===== config.mk =====
export PLATFORM = sky130hd
export DESIGN_NAME = alcc_ctrl
export DESIGN_NICKNAME = d
export VERILOG_FILES = /design/src/alcc_ctrl.v
export VERILOG_INCLUDE_DIRS = /design/src
export SDC_FILE = /design/constraint.sdc
export NUM_CORES = 1
export LEC_CHECK = 0
export CAP_MARGIN = 20
export CORE_MARGIN = 5
export CORE_UTILIZATION = 30
export CTS_CLUSTER_DIAMETER = 120
export DETAILED_ROUTE_END_ITERATION = 8
export DONT_BUFFER_PORTS = 1
export SLEW_MARGIN = 20
export SYNTH_ARGS = -nofsm -noshare
export SYNTH_HDL_FRONTEND = slang
export SYNTH_SLANG_ARGS = --single-unit

===== constraint.sdc =====
create_clock -name sys_clk_i -period 3.7 [get_ports sys_clk_i]
set_clock_uncertainty 0.15 [all_clocks]
set_input_delay 0.37 -clock sys_clk_i [delete_from_list [all_inputs] [get_ports sys_clk_i]]
set_output_delay 0.37 -clock sys_clk_i [all_outputs]
set_load 0.01 [all_outputs]

===== src/alcc_defs.vh =====
// constants for the ambient light comparator control block
`ifndef ALCC_DEFS_VH
`define ALCC_DEFS_VH
// register offsets
`define ALCC_ADDR_CFG_STAT 8'h30
`define ALCC_ADDR_SENS1 8'h31
`define ALCC_ADDR_SENS2 8'h32
`define ALCC_ADDR_S1_TRIP 8'h33
// light_cmp_config_status fields
`define ALCC_BIT_S2_DARK 7
`define ALCC_BIT_S2_OFFICE 6
`define ALCC_BIT_S1_DARK 5
`define ALCC_BIT_S1_OFFICE 4
`define ALCC_BIT_S2_IEN 3
`define ALCC_BIT_S1_IEN 2
`define ALCC_BIT_S2_EN 1
`define ALCC_BIT_S1_EN 0
`define ALCC_CTRL_W 4
`define ALCC_CTRL_LSB 0
// sensor config fields
`define ALCC_CONSECUTIVE_COUNT_SELECT_MSB 5
`define ALCC_CONSECUTIVE_COUNT_SELECT_LSB 3
`define ALCC_BIT_FORCE 2
`define ALCC_BIT_DARK_EN 1
`define ALCC_BIT_OFFICE_EN 0
`define ALCC_SCFG_W 6
// levels
`define ALCC_LVL_OUTDOOR 2'h0
`define ALCC_LVL_OFFICE 2'h1
`define ALCC_LVL_DARK 2'h2
// filter counter
`define ALCC_CNT_W 8
`define ALCC_CNT_ONE 8'h01
`define ALCC_CNT_ZERO 8'h00
// measurement period
`define ALCC_MEAS_TIME_US 80000
`define ALCC_CLK_MHZ 10
`define ALCC_TICK_W 20
`define ALCC_TICK_ZERO 20'h00000
`define ALCC_TICK_ONE 20'h00001
`endif


===== src/alcc_ctrl.v =====
// ambient light comparator control and status logic, two sensors
//
// Behaviour
// - Status bit 7 shows sensor 2 has gone to dark level and is 0 while light is above dark.
// - Status bit 6 shows sensor 2 has gone to office level and is 0 while light is above office.
// - Status bit 5 shows sensor 1 has gone to dark level and is 0 while light is above dark.
// - Status bit 4 shows sensor 1 has gone to office level and is 0 while light is above office.
// - Status register bit 3 enables the sensor 2 interrupt when 1 and disables it when 0.
// - Status register bit 2 enables the sensor 1 interrupt when 1 and disables it when 0.
// - Status register bit 1 enables the sensor 2 input when 1 and disables it when 0.
// - Status register bit 0 enables the sensor 1 input when 1 and disables it when 0.
// - Bits 5:3 of a sensor config select 2^code agreeing measurements of about 0.08 s each.
// - Writing 1 to bit 2 of a sensor config forces a conversion and hardware clears the bit on the same edge as the status update.
// - Bit 1 of sensor 1 config turns its dark comparator on when 1 and off when 0.
// - Bit 1 of sensor 2 config turns its dark comparator on when 1 and off when 0.
// - Bit 0 of each sensor config turns that sensor's office comparator on when 1 and off when 0.
// - When both comparators of a sensor report, the dark decision wins over the office decision.
// - Sensor 1 reading below its 8-bit office trip value moves it to office level and sets its office bit.
`timescale 1ns/100ps
`include "alcc_defs.vh"

module alcc_ctrl #(
  parameter MEAS_CYCLES = `ALCC_MEAS_TIME_US * `ALCC_CLK_MHZ
) (
  input wire sys_clk_i,
  input wire srst_i,
  input wire [7:0] reg_addr_i,
  input wire [7:0] reg_wdata_i,
  input wire reg_wr_i,
  input wire reg_rd_i,
  input wire [7:0] sensor1_level_i,
  input wire sensor2_office_below_i,
  input wire [1:0] dark_below_i,
  output reg [7:0] reg_rdata_o,
  output reg [1:0] input_enable_o,
  output reg [1:0] dark_comparator_enable_o,
  output reg [1:0] office_comparator_enable_o,
  output reg irq_o
);

  //////////////////////////////////////////////////////////////////////////
  // control registers and measurement tick

  localparam [`ALCC_TICK_W-1:0] MEAS_LAST = MEAS_CYCLES - 1;

  reg [`ALCC_CTRL_W-1:0] ctrl;
  reg [7:0] office_trip;
  reg [`ALCC_TICK_W-1:0] tick_cnt;
  reg meas_tick;
  wire [2*`ALCC_SCFG_W-1:0] scfg_w;
  wire [3:0] flags_w;
  wire [1:0] event_w;
  wire [1:0] office_below;

  // sensor 1 office compare is done here against its trip value
  assign office_below[0] = sensor1_level_i < office_trip;
  assign office_below[1] = sensor2_office_below_i;

  wire wr_ctrl = reg_wr_i && (reg_addr_i == `ALCC_ADDR_CFG_STAT);

  always @(posedge sys_clk_i) begin
    if (srst_i) begin
      ctrl <= {`ALCC_CTRL_W{1'b0}};
      office_trip <= 8'h00;
    end else begin
      if (wr_ctrl) begin
        // status bits are read-only, only the low nibble is stored
        ctrl <= reg_wdata_i[`ALCC_CTRL_W-1:0];
      end
      if (reg_wr_i && (reg_addr_i == `ALCC_ADDR_S1_TRIP)) begin
        office_trip <= reg_wdata_i;
      end
    end
  end

  // free running period of one measurement
  always @(posedge sys_clk_i) begin
    if (srst_i) begin
      tick_cnt <= `ALCC_TICK_ZERO;
      meas_tick <= 1'b0;
    end else if (tick_cnt == MEAS_LAST) begin
      tick_cnt <= `ALCC_TICK_ZERO;
      meas_tick <= 1'b1;
    end else begin
      tick_cnt <= tick_cnt + `ALCC_TICK_ONE;
      meas_tick <= 1'b0;
    end
  end

  //////////////////////////////////////////////////////////////////////////
  // per sensor filter and level tracking

  genvar gi;
  generate
    for (gi = 0; gi < 2; gi = gi + 1) begin : g_sens
      reg [`ALCC_SCFG_W-1:0] cfg;
      reg [1:0] level;
      reg [1:0] cand;
      reg [`ALCC_CNT_W-1:0] cnt;
      reg [1:0] raw;
      reg [1:0] next_level;
      reg [1:0] next_cand;
      reg [`ALCC_CNT_W-1:0] next_cnt;
      wire [7:0] sel_addr = gi ? `ALCC_ADDR_SENS2 : `ALCC_ADDR_SENS1;
      wire wr_cfg = reg_wr_i && (reg_addr_i == sel_addr);
      wire [2:0] consecutive_count_select = cfg[`ALCC_CONSECUTIVE_COUNT_SELECT_MSB:`ALCC_CONSECUTIVE_COUNT_SELECT_LSB];
      wire [`ALCC_CNT_W-1:0] need = `ALCC_CNT_ONE << consecutive_count_select;
      wire in_en = ctrl[`ALCC_BIT_S1_EN + gi];
      wire force_req = cfg[`ALCC_BIT_FORCE];
      wire sample = in_en && (meas_tick || force_req);

      always @* begin
        // dark checked first so it overrides office
        if (cfg[`ALCC_BIT_DARK_EN] && dark_below_i[gi]) begin
          raw = `ALCC_LVL_DARK;
        end else if (cfg[`ALCC_BIT_OFFICE_EN] && office_below[gi]) begin
          raw = `ALCC_LVL_OFFICE;
        end else begin
          raw = `ALCC_LVL_OUTDOOR;
        end
        next_level = level;
        next_cand = cand;
        next_cnt = cnt;
        if (!in_en) begin
          // a disabled input reports no level at all
          next_level = `ALCC_LVL_OUTDOOR;
          next_cnt = `ALCC_CNT_ZERO;
        end else if (sample) begin
          if (raw == level) begin
            next_cnt = `ALCC_CNT_ZERO;
          end else if ((raw == cand) && (cnt != `ALCC_CNT_ZERO)) begin
            next_cnt = cnt + `ALCC_CNT_ONE;
          end else begin
            next_cand = raw;
            next_cnt = `ALCC_CNT_ONE;
          end
          // level only moves once enough agreeing samples are seen
          if ((raw != level) && (next_cnt >= need)) begin
            next_level = raw;
            next_cnt = `ALCC_CNT_ZERO;
          end
        end
      end

      always @(posedge sys_clk_i) begin
        if (srst_i) begin
          cfg <= {`ALCC_SCFG_W{1'b0}};
          level <= `ALCC_LVL_OUTDOOR;
          cand <= `ALCC_LVL_OUTDOOR;
          cnt <= `ALCC_CNT_ZERO;
        end else begin
          level <= next_level;
          cand <= next_cand;
          cnt <= next_cnt;
          if (wr_cfg) begin
            // a write landing on the clear edge keeps the new request
            cfg <= reg_wdata_i[`ALCC_SCFG_W-1:0];
          end else if (force_req) begin
            // status is updated on this same edge, so clear is safe
            cfg[`ALCC_BIT_FORCE] <= 1'b0;
          end
        end
      end

      assign scfg_w[gi*`ALCC_SCFG_W +: `ALCC_SCFG_W] = cfg;
      assign flags_w[gi*2] = (level == `ALCC_LVL_OFFICE);
      assign flags_w[gi*2+1] = (level == `ALCC_LVL_DARK);
      assign event_w[gi] = ctrl[`ALCC_BIT_S1_IEN + gi] && (
        ((next_level == `ALCC_LVL_OFFICE) && (level != `ALCC_LVL_OFFICE)) ||
        ((next_level == `ALCC_LVL_DARK) && (level != `ALCC_LVL_DARK)));
    end
  endgenerate

  //////////////////////////////////////////////////////////////////////////
  // read port and outputs

  wire [7:0] stat_w = {flags_w[3], flags_w[2], flags_w[1], flags_w[0], ctrl};

  always @(posedge sys_clk_i) begin
    if (srst_i) begin
      reg_rdata_o <= 8'h00;
      input_enable_o <= 2'h0;
      dark_comparator_enable_o <= 2'h0;
      office_comparator_enable_o <= 2'h0;
      irq_o <= 1'b0;
    end else begin
      if (reg_rd_i) begin
        case (reg_addr_i)
          // status flags follow the filtered level
          `ALCC_ADDR_CFG_STAT: reg_rdata_o <= stat_w;
          `ALCC_ADDR_SENS1: reg_rdata_o <= {2'h0, scfg_w[`ALCC_SCFG_W-1:0]};
          `ALCC_ADDR_SENS2:
            reg_rdata_o <= {2'h0, scfg_w[2*`ALCC_SCFG_W-1:`ALCC_SCFG_W]};
          `ALCC_ADDR_S1_TRIP: reg_rdata_o <= office_trip;
          default: reg_rdata_o <= 8'h00;
        endcase
      end
      input_enable_o <= ctrl[`ALCC_BIT_S2_EN:`ALCC_BIT_S1_EN];
      dark_comparator_enable_o <= {scfg_w[`ALCC_SCFG_W + `ALCC_BIT_DARK_EN],
                                   scfg_w[`ALCC_BIT_DARK_EN]};
      office_comparator_enable_o <=
        {scfg_w[`ALCC_SCFG_W + `ALCC_BIT_OFFICE_EN],
         scfg_w[`ALCC_BIT_OFFICE_EN]};
      // one-cycle pulse; the shared interrupt latch sits outside
      irq_o <= |event_w;
    end
  end

endmodule // alcc_ctrl


==> results of run 1 <==
==> cell families after synthesis <==
logic type,after synthesis,synth area share
DFF,84,0.353
muxes,32,0.0841
xor gates and xnor gates,28,0.0515
and+or+nand+nor,236,0.265
adders and majority gates,28,0.0735
AOI/OAI and AO/OA,84,0.128
buffers and inverters,50,0.0449
==> registers in the layout, indices dropped and copies added, names as in the netlist, 2 cells and up <==
register,flops
office_comparator_enable_o,2
tick_cnt,20
input_enable_o,2
office_trip,8
g_sens.cnt,16
dark_comparator_enable_o,2
ctrl,4
g_sens.level,4
g_sens.cfg,12
reg_rdata_o,8
g_sens.cand,4
==> power breakdown <==
group | switching (mW) | internal, mW | total [mW]
Combinational | 0.0218 | 0.0169 | 0.0387
Clock | 0.384 | 0.532 | 0.916
Sequential | 0.00251 | 0.907 | 0.910
Total | 0.408 | 1.46 | 1.86
==> metal layers <==
| metal | vias to the layer above | part of all wire | routed length, um |
|---|---|---|---|
| met4 | 0 | 0.025 | 278 |
| met2 | 80 | 0.49 | 5390 |
| met1 | 1804 | 0.44 | 4880 |
| met5 | - | 0 | 0 |
| met3 | 17 | 0.050 | 557 |
| li1 | 1890 | - | - |
==> worst max-delay path by stage <==
stage                                   from               end  slack, ps  cells past startpoint
after global routing          office_trip[2]  g_sens[0].cnt[1]          5                     15
after detailed placement      office_trip[4]  g_sens[0].cnt[1]       -120                     14
after CTS                     office_trip[2]  g_sens[0].cnt[1]        110                     14
final                         office_trip[2]  g_sens[0].cnt[1]        260                     14
after global placement    sensor1_level_i[4]  g_sens[0].cnt[1]         20                     13
after floorplan           sensor1_level_i[4]  g_sens[0].cnt[1]        120                     14
==> layout by cell type (no fill, tap or decap), drive strengths merged, types with 2 or more instances in the layout <==
master and n:
xnor2 15, xor2 13, or2 9, nand4 7, o21ai 14, and2 5, nand2 35, a31oi 3
dfxtp 84, clkinv 3, nor4b 5, clkbuf 11, or3 8, a211o 2, inv 26, nor4 2
mux4 6, o31ai 4, nor3b 2, nand3b 8, ha 28, nor2b 17, and3 6, a21oi 27
a22o 8, nand4b 5, nor2 78, and4 2, a211oi 7, buf 8, or3b 3, a21o 7
nand2b 9, nand3 24, mux2i 25, nor3 9
==> worst max-delay path: stages, from the launching register on <==
cell and delay, ps:
dfxtp_2 340, inv_1 50, ha_1 300, a21oi_2 160
o21ai_2 90, a211oi_4 330, mux2_4 380, a21oi_1 130
ha_1 270, a21oi_2 130, o21ai_0 100, a41oi_2 300
o21ai_4 110, or2_2 320, o31ai_2 190
==> cells in the mapped netlist, drive strengths merged, types with 2 or more instances <==
cell type and n:
nor2 78, or2 9, a211oi 7, clkbuf 18
o31ai 4, nand4 7, a31oi 3, inv 24
nand3b 8, buf 8, nand3 24, nor3 9
o21ai 14, nor4b 5, nor2b 17, nor4 2
xor2 13, nand2 35, xnor2 15, a22o 8
mux2i 25, and4 2, nor3b 2, dfxtp 84
nand2b 9, a21o 7, and3 6, ha 28
nand4b 5, and2 5, mux4 6, or3 8
a211o 2, or3b 3, a21oi 27
==> per-stage QoR <==
| step | TNS, ps | utilization |
|---|---|---|
| final | 0 | 0.339 |
| after detailed placement | -125 | 0.314 |
| after CTS | 0 | 0.336 |
| after global placement | 0 | 0.314 |
| after floorplan | 0 | - |
| after global routing | 0 | 0.339 |
==> cell type report <==
type | instances | area share
repair buffers | 9 | 0.0153
inverters | 24 | 0.0169
flip-flops and latches | 84 | 0.316
clock buffers | 10 | 0.0430
well taps | 216 | 0.0507
clock inverters | 6 | 0.0136
multi-input cells | 408 | 0.544
==> timing repair <==
action / 4_1_cts / 5_1_grt
pin swaps: 1 / 3
resized for setup: 1 / 10
hold endpoints to repair: 40 / 0
endpoints found under the setup margin: 3 / 6
hold buffers: 1 / 0
buffers inserted: 2 / 3
==> impl_metrics.csv, run 1 <==
group,metric,value,unit
cells_and_area,seqCellArea,1680,um^2
setup_path,start_kind,"flop",
synthesis,synthDistinctLibCells,69,
cells_and_area,fill_cells,1605,
hold_path,hold_path_end,"office_trip[0]",
synthesis,ys_ff_latch,84,
clocking,clock_sinks,84,
timing,hold_violations,0,
cells_and_area,antenna_cells,0,
clocking,root_buffer,"clkbuf_16",
setup_path,r2r_end,"g_sens[0].cnt[1]",
grt,grt_pass1_wl,18400,um
setup_path,required,3810,ps
synthesis,synth_nets,601,
clocking,clk_pin_slew_worst_paths,60,ps
floorplanning,ioPinCount,46,
clocking,insertion_delay,340,ps
synthesis,yosysWarningCount,0,
synthesis,yosysTopAreaCellShare,0.353,
routing,via_per_inst,5.01,
cells_and_area,fin_nets,595,
grt,use_met3,0.0333,
timing,worst_slew_pin_slew,892,ps
placement,dp_slack,-117,ps
timing,setup_viol,0,
routing,first_pass_iters,4,
timing,post-route-min-period,3440,ps
floorplanning,die_y,136,um
synthesis,synth_edf_count,0,
timing,slew_headroom,0.402,
timing,fmax,291,MHz
floorplanning,die_w,136,um
synthesis,synthTopCellsByArea,"dfxtp_1 35%, ha_1 7.4%, nor2_1 6.1%",
floorplanning,die-area,18500,um^2
synthesis,synthCells,542,
floorplanning,row_count,46,
grt,track_usage,0.123,
synthesis,async_reset_ff_frac,0,
placement,dp_hpwl,8310,um
floorplanning,fp.coreArea,15700,um^2
hold_path,holdPathStages,2,
timing,drv_slew,0,
floorplanning,start_util,0.303,
placement,dpl.cell_count,735,
cells_and_area,multi_input_area,2900,um^2
grt,grt_max_degree,41,
cells_and_area,area_growth,11.8,%
setup_path,rrSetupSlack,260,ps
grt,top_usage_layer,"met2",
synthesis,yosysTopAreaCell,"dfxtp_1",
cells_and_area,final_area,5330,um^2
hold_path,hold_class,"in2reg",
routing,drt_iter0_markers,122,
placement,gp_congestion,0.794,
flow_run,drv_cap,0,
cells_and_area,layoutNonFillerInstCount,757,
hold_path,hold_start,"reg_wdata_i[0]",
routing,vias,3791,
clocking,clockBufferDepth,2,
setup_path,end_kind,"flop",
timing,setup_ws,264,ps
routing,drc,0,
placement,place.port_buffers,0,
pwr,p_total,1.86,mW
pwr,ir_worst_vdd,256,uV
pwr,p_per_area,350,nW/um^2
grt,grt_pass1_vias,3812,
routing,wl_per_cell,14.7,um
placement,placed_cell_area,4930,um^2
routing,ant_nets,0,
outcome,status,"finished clean",
cells_and_area,drive_gt1_frac,0.124,
timing,rsz0062_at_grt,"false",
clocking,cts_buffers,9,
grt,antenna_found_initial,0,
grt,gr-usage-met2,0.203,
pwr,leakage,2.03,nW
synthesis,synthesis.area,4760,um^2
setup_path,worstPathArrival,3540,ps
synthesis,synth_ff_type,"dfxtp_1",
clocking,cts_tree,"done",
setup_path,reg2reg_depth,14,
setup_path,crit_fanout,7,
grt,overflow,0,
synthesis,yosysSeqAreaShare,0.353,
routing,wirelength,11100,um
clocking,cts_htree_levels,3,
timing,period_share,0.929,
setup_path,worstReg2RegStart,"office_trip[2]",
grt,met1_usage,0.151,
timing,fin_hold_ws,27.4,ps
setup_path,worstSetupPathType,"reg2reg",
synthesis,syn_avg_cell_area,8.79,um^2
(Power assumes the default switching activity.)
==> run 2, diff against run 1 <==
--- a/config.mk
+++ b/config.mk
@@ -6,6 +6,7 @@
 export SDC_FILE = /design/constraint.sdc
 export NUM_CORES = 1
 export LEC_CHECK = 0
+export ABC_AREA = 1
 export CAP_MARGIN = 20
 export CORE_MARGIN = 5
 export CORE_UTILIZATION = 30
==> run 2 against run 1 <==
Effect of this change:
- die area decreased by 3.3%
- wire length up 1.8%
- sequential cell count unchanged
- via count rose by 7.7%
- sequential power is essentially flat
- critical path type unchanged
- highest routed layer unchanged
==> impl_metrics.csv, run 2 <==
group,metric,value,unit
routing,vias,4082,
cells_and_area,antenna_cells,0,
grt,antenna_found_initial,0,
grt,grt_max_degree,24,
setup_path,required,3730,ps
timing,fin_hold_ws,25.2,ps
cells_and_area,top_regs,"tick_cnt (20), g_sens.cnt (16), g_sens.cfg (12)",
clocking,clock_sinks,84,
setup_path,crit_fanout,9,
synthesis,async_reset_ff_frac,0,
pwr,p_per_area,376,nW/um^2
setup_path,worstSetupPathType,"reg2reg",
timing,hold_violations,0,
timing,fmax,301,MHz
synthesis,yosysWarningCount,0,
synthesis,synth_ff_type,"dfxtp_1",
synthesis,synth_edf_count,0,
floorplanning,die_y,134,um
routing,drt_iter0_markers,277,
cells_and_area,seqCellArea,1680,um^2
synthesis,syn_avg_cell_area,7.12,um^2
cells_and_area,drive_gt1_frac,0.0672,
routing,wirelength,11300,um
floorplanning,start_util,0.304,
synthesis,synthDistinctLibCells,38,
cells_and_area,mostFrequentLayoutCells,"111 x nand2_1, 84 x dfxtp_1, 82 x inv_1",
clocking,clockBufferDepth,2,
synthesis,synth_nets,704,
placement,placed_cell_area,4800,um^2
setup_path,start_kind,"flop",
routing,ant_nets,0,
routing,first_pass_iters,4,
routing,via_per_inst,4.84,
synthesis,synthTopCellsByArea,"dfxtp_1 37%, nand2_1 9.1%, ha_1 7.6%",
flow_run,drv_cap,0,
routing,drc,0,
grt,track_usage,0.126,
placement,gp_congestion,0.835,
floorplanning,row_count,45,
synthesis,yosys-top-cells-count,"111 x nand2_1, 84 x dfxtp_1, 83 x inv_1",
timing,drv_slew,0,
clocking,cts_buffers,9,
floorplanning,fp.coreArea,15100,um^2
cells_and_area,fill_cells,1596,
synthesis,yosysSeqAreaShare,0.366,
setup_path,end_kind,"flop",
pwr,leakage,1.92,nW
hold_path,hold_class,"in2reg",
synthesis,synthCells,645,
grt,grt_pass1_vias,3699,
timing,setup_viol,0,
placement,dp_slack,393,ps
timing,slew_headroom,0.346,
clocking,root_buffer,"clkbuf_16",
synthesis,yosysTopAreaCellShare,0.366,
cells_and_area,top_register,"tick_cnt",
placement,place.port_buffers,0,
setup_path,worstPathArrival,3340,ps
cells_and_area,area_growth,11.9,%
timing,rsz0062_at_grt,"false",
cells_and_area,mostFrequentLayoutCell,"nand2_1",
outcome,status,"finished clean",
cells_and_area,fin_nets,709,
grt,grt_pass1_wl,18500,um
synthesis,synthesis.area,4590,um^2
clocking,cts_tree,"done",
routing,wl_per_cell,13.4,um
floorplanning,die_w,134,um
placement,dp_hpwl,8590,um
synthesis,yosysMostFrequentCell,"nand2_1",
grt,overflow,0,
floorplanning,die-area,17900,um^2
clocking,clk_pin_slew_worst_paths,60,ps
timing,tns,0,ps
synthesis,yosysTopAreaCell,"dfxtp_1",
cells_and_area,final_area,5140,um^2
floorplanning,ioPinCount,46,
clocking,insertion_delay,330,ps
cells_and_area,layoutNonFillerInstCount,843,
timing,worst_slew_pin_slew,978,ps
timing,post-route-min-period,3320,ps
timing,period_share,0.897,
cells_and_area,largest_reg_flops,20,
clocking,cts_htree_levels,3,
placement,dpl.cell_count,825,
pwr,ir_worst_vdd,223,uV
cells_and_area,multi_input_area,2520,um^2
timing,setup_ws,382,ps
synthesis,ys_ff_latch,84,
==> run 2: cell types whose count changed after synthesis, sizes merged, moves of 13 or more <==
cell   before  now
o22ai       0   13
a21oi      27   67
o21ai      14   34
nor2       78   64
nor3        9   22
mux2i      25    0
nor2b      17    0
inv        24   91
nand2      35  115
nand3      24   58
==> run 2: area by class of cell <==
| type | count | share of cell area |
|---|---|---|
| Clock buffer | 12 | 0.0480 |
| Inverter | 95 | 0.0694 |
| Clock inverter | 4 | 0.0141 |
| Sequential cell | 84 | 0.327 |
| Multi-Input combinational cell | 457 | 0.490 |
| Tap cell | 188 | 0.0458 |
| Timing Repair Buffer | 3 | 0.00536 |
==> run 2: where the power goes <==
part / leakage, nW / switching [mW] / total, mW / internal (mW)
sequential: 0.677 / 0.00255 / 0.910 / 0.907
clock: 0.153 / 0.363 / 0.972 / 0.609
combinational: 1.09 / 0.0330 / 0.0484 / 0.0154
==> run 2: metal layers <==
metal  track usage  share of wire  vias up  wire length (um)
met5             0              0        -                 0
met3        0.0363          0.066        7               747
met1         0.171           0.49     1837              5530
li1              -              -     2157                 -
met4        0.0354          0.011        0               127
met2         0.194           0.43       81              4900
==> run 2: cell families (layout without fill, tap and decap cells) <==
| logic type | after synthesis | count (layout) | share of synthesized area |
|---|---|---|---|
| AO/OA/AOI/OAI | 122 | 122 | 0.144 |
| XOR/XNOR | 19 | 19 | 0.0362 |
| flip-flops | 84 | 84 | 0.366 |
| AND/OR/NAND/NOR | 288 | 288 | 0.292 |
| adder cells (fa/ha/maj) | 28 | 28 | 0.0763 |
| buffers and inverters | 104 | 114 | 0.0855 |
==> run 2: worst paths after layout <==
check                                     from        endpoint  slack, ps  cells after the start
worst min register to register     tick_cnt[0]     tick_cnt[0]        310                      1
worst max register to register  office_trip[5]           irq_o        380                     21
worst max-delay path            office_trip[5]           irq_o        380                     21
worst min-delay path                  reg_rd_i  reg_rdata_o[7]         30                      2
==> run 2: metrics by stage <==
stage,power [mW],utilization
after floorplan,0.967,-
after global placement,0.972,0.318
after detailed placement,0.973,0.318
after CTS,1.95,0.341
after global routing,1.99,0.341
final,1.93,0.341
==> run 2: repair_timing <==
action,in CTS,in global routing
hold buffers,2,0
buffers inserted,0,0
hold endpoints to repair,23,0
resized for setup,0,1
endpoints found under the setup margin,0,1
==> run 2: critical path, cell delays in order (launching register included) <==
cell     delay (ps)
dfxtp_1         300
inv_1            70
ha_1            290
a21o_1          180
a21oi_1         140
nand4_1         160
nand2_1         100
nand2_1         190
nand3_1         150
nor2_2           60
ha_1            290
nand2_1          80
nor2_1          170
nand4_1         100
nand3_1         170
nand2_1         110
nand2_1          90
nand3_1         100
nand2_1          80
nand2_1          50
nand3_1          60
a21oi_1          60
==> run 3, diff against run 2 <==
==> constraint.sdc (replaced) <==
create_clock -name sys_clk_i -period 3.7 [get_ports sys_clk_i]
set_clock_uncertainty 0.15 [all_clocks]
set_input_delay 0 -clock sys_clk_i [delete_from_list [all_inputs] [get_ports sys_clk_i]]
set_output_delay 0 -clock sys_clk_i [all_outputs]
set_load 0.01 [all_outputs]
==> run 3 against run 2 <==
Effect of this change:
- sequential cell count did not move
- die area did not move
- fmax rose by 3.3%
- final cell count rose by 2.1%
- non-clock buffer count rose by 17
- clock-buffer cell count rose by 1
- highest routed layer is now met5
- global-route usage rose by 0.22 points
- clock power rose by 2%
==> impl_metrics.csv, run 3 (synthesis gave the netlist of run 2 again) <==
group,metric,value,unit
cells_and_area,top_register,"tick_cnt",
grt,grt_max_degree,26,
placement,gp_congestion,0.821,
setup_path,worstPathArrival,3240,ps
timing,period_share,0.868,
routing,via_per_inst,4.84,
pwr,p_per_area,369,nW/um^2
pwr,p_int,1.56,mW
cells_and_area,top_regs,"tick_cnt (20), g_sens.cnt (16), g_sens.cfg (12)",
pwr,power_frac_comb,0.033,
timing,rsz0062_at_grt,"false",
placement,place.port_buffers,0,
timing,fin_hold_ws,35.4,ps
cells_and_area,final_util,0.353,
clocking,cts_tree,"done",
flow_run,drv_cap,0,
setup_path,crit_fanout,7,
routing,drt_iter0_markers,256,
timing,worst_slew_pin_slew,1000,ps
routing,wl_per_cell,13.0,um
pwr,pwr-share-clk,0.504,
timing,setup_ws,488,ps
placement,dp_hpwl,8620,um
timing,slew_headroom,0.331,
floorplanning,die_y,134,um
cells_and_area,mostFrequentLayoutCell,"nand2_1",
grt,antenna_found_initial,3,
pwr,seqPwrFrac,0.463,
floorplanning,die_w,134,um
placement,dp_slack,415,ps
grt,grt_pass1_vias,3808,
cells_and_area,fill_cells,1587,
outcome,status,"finished clean",
routing,drc,0,
setup_path,reg2reg_depth,21,
floorplanning,row_count,45,
floorplanning,fp.coreArea,15100,um^2
cells_and_area,seqCellArea,1680,um^2
clocking,root_buffer,"clkbuf_16",
cells_and_area,fin_nets,726,
setup_path,required,3730,ps
timing,post-route-min-period,3210,ps
timing,hold_violations,0,
timing,fmax,311,MHz
grt,grt_pass1_wl,18700,um
pwr,leakage,2.01,nW
clocking,insertion_delay,340,ps
grt,overflow,0,
cells_and_area,largest_reg_flops,20,
floorplanning,ioPinCount,46,
routing,wirelength,11200,um
clocking,cts_htree_levels,3,
routing,ant_nets,0,
cells_and_area,drive_gt1_frac,0.0670,
setup_path,start_kind,"flop",
clocking,cts_buffers,9,
clocking,clk_pin_slew_worst_paths,60,ps
pwr,switching_share,0.205,
hold_path,holdPathStages,5,
routing,first_pass_iters,4,
setup_path,worstSetupPathType,"reg2reg",
timing,setup_viol,0,
timing,tns,0,ps
floorplanning,die-area,17900,um^2
timing,drv_slew,0,
pwr,p_switching,403,uW
routing,vias,4171,
floorplanning,start_util,0.304,
cells_and_area,multi_input_area,2530,um^2
clocking,cts_setup_buffers,0,
clocking,clockBufferDepth,2,
hold_path,hold_class,"in2reg",
cells_and_area,mostFrequentLayoutCells,"110 x nand2_1, 84 x dfxtp_1, 82 x inv_1",
setup_path,end_kind,"flop",
pwr,ir_worst_vdd,190,uV
cells_and_area,area_growth,16.1,%
clocking,clock_sinks,84,
grt,track_usage,0.128,
run 3: changes by cell type in the layout (fill, tap and decap cells not counted), sizes merged:
cell,change
dlygate4sd3,+18
diode,+1
buf,-1
clkinvlp,-1
clkbuf,+1
run 3: routing by layer:
layer  wire length [um]  up-vias  global-route usage
met5                 25        -                   0
met4                139        4              0.0360
met3                678       13              0.0313
met2               4760       78               0.195
met1               5590     1883               0.179
li1                   -     2193                   -
run 3: timing repair:
| item | in CTS | in global routing |
|---|---|---|
| hold endpoints to repair | 64 | 0 |
| hold buffers | 20 | 0 |
| gates resized for setup | 0 | 3 |
| setup endpoints to repair | 0 | 1 |
run 3: final timing paths:
kind                            slack (ps)                   start                to
worst max-delay path                   490          office_trip[7]             irq_o
worst min-delay path                    40  sensor2_office_below_i  g_sens[1].cnt[1]
worst max register to register         490          office_trip[7]             irq_o
worst min register to register         310             tick_cnt[0]       tick_cnt[0]
run 3: layout make-up:
class	count	share of cell area
Clock inverter	3	0.0129
Inverter	95	0.0669
Sequential cell	84	0.315
Multi-Input combinational cell	457	0.474
Timing Repair Buffer	20	0.0375
Clock buffer	13	0.0488
Antenna cell	1	0.000469
Tap cell	188	0.0441
run 3: through the flow:
| stage | instances | total power, mW | cell area (um^2) |
|---|---|---|---|
| 2_1_floorplan | 645 | 0.967 | 4590 |
| 3_3_place_gp | 824 | 0.971 | 4790 |
| 3_5_place_dp | 824 | 0.972 | 4790 |
| 4_1_cts | 860 | 1.99 | 5320 |
| 5_1_grt | 861 | 2.03 | 5330 |
| 6_report | 861 | 1.97 | 5330 |
run 3: power groups by stage:
stage	logic (mW)	registers, mW	clock network [mW]
after global routing	0.0738	0.910	1.05
after floorplan	0.0369	0.930	0
after detailed placement	0.0411	0.930	0
final	0.0646	0.910	0.991
after CTS	0.0651	0.910	1.02
after global placement	0.0408	0.930	0
run 3: critical path, cell delays in order, from the launching register on:
cell,delay [ps]
dfxtp_1,300
inv_1,70
ha_1,290
a21o_1,190
a21oi_1,120
nand4_1,160
nand2_1,110
nand3_2,140
inv_2,140
nor2_2,60
ha_1,290
nand2_1,70
nor2_1,150
nand4_1,120
nand3_2,140
nand2_1,100
nand2_1,90
nand3_1,100
nand2_1,80
nand2_1,50
nand3_1,60
a21oi_1,60
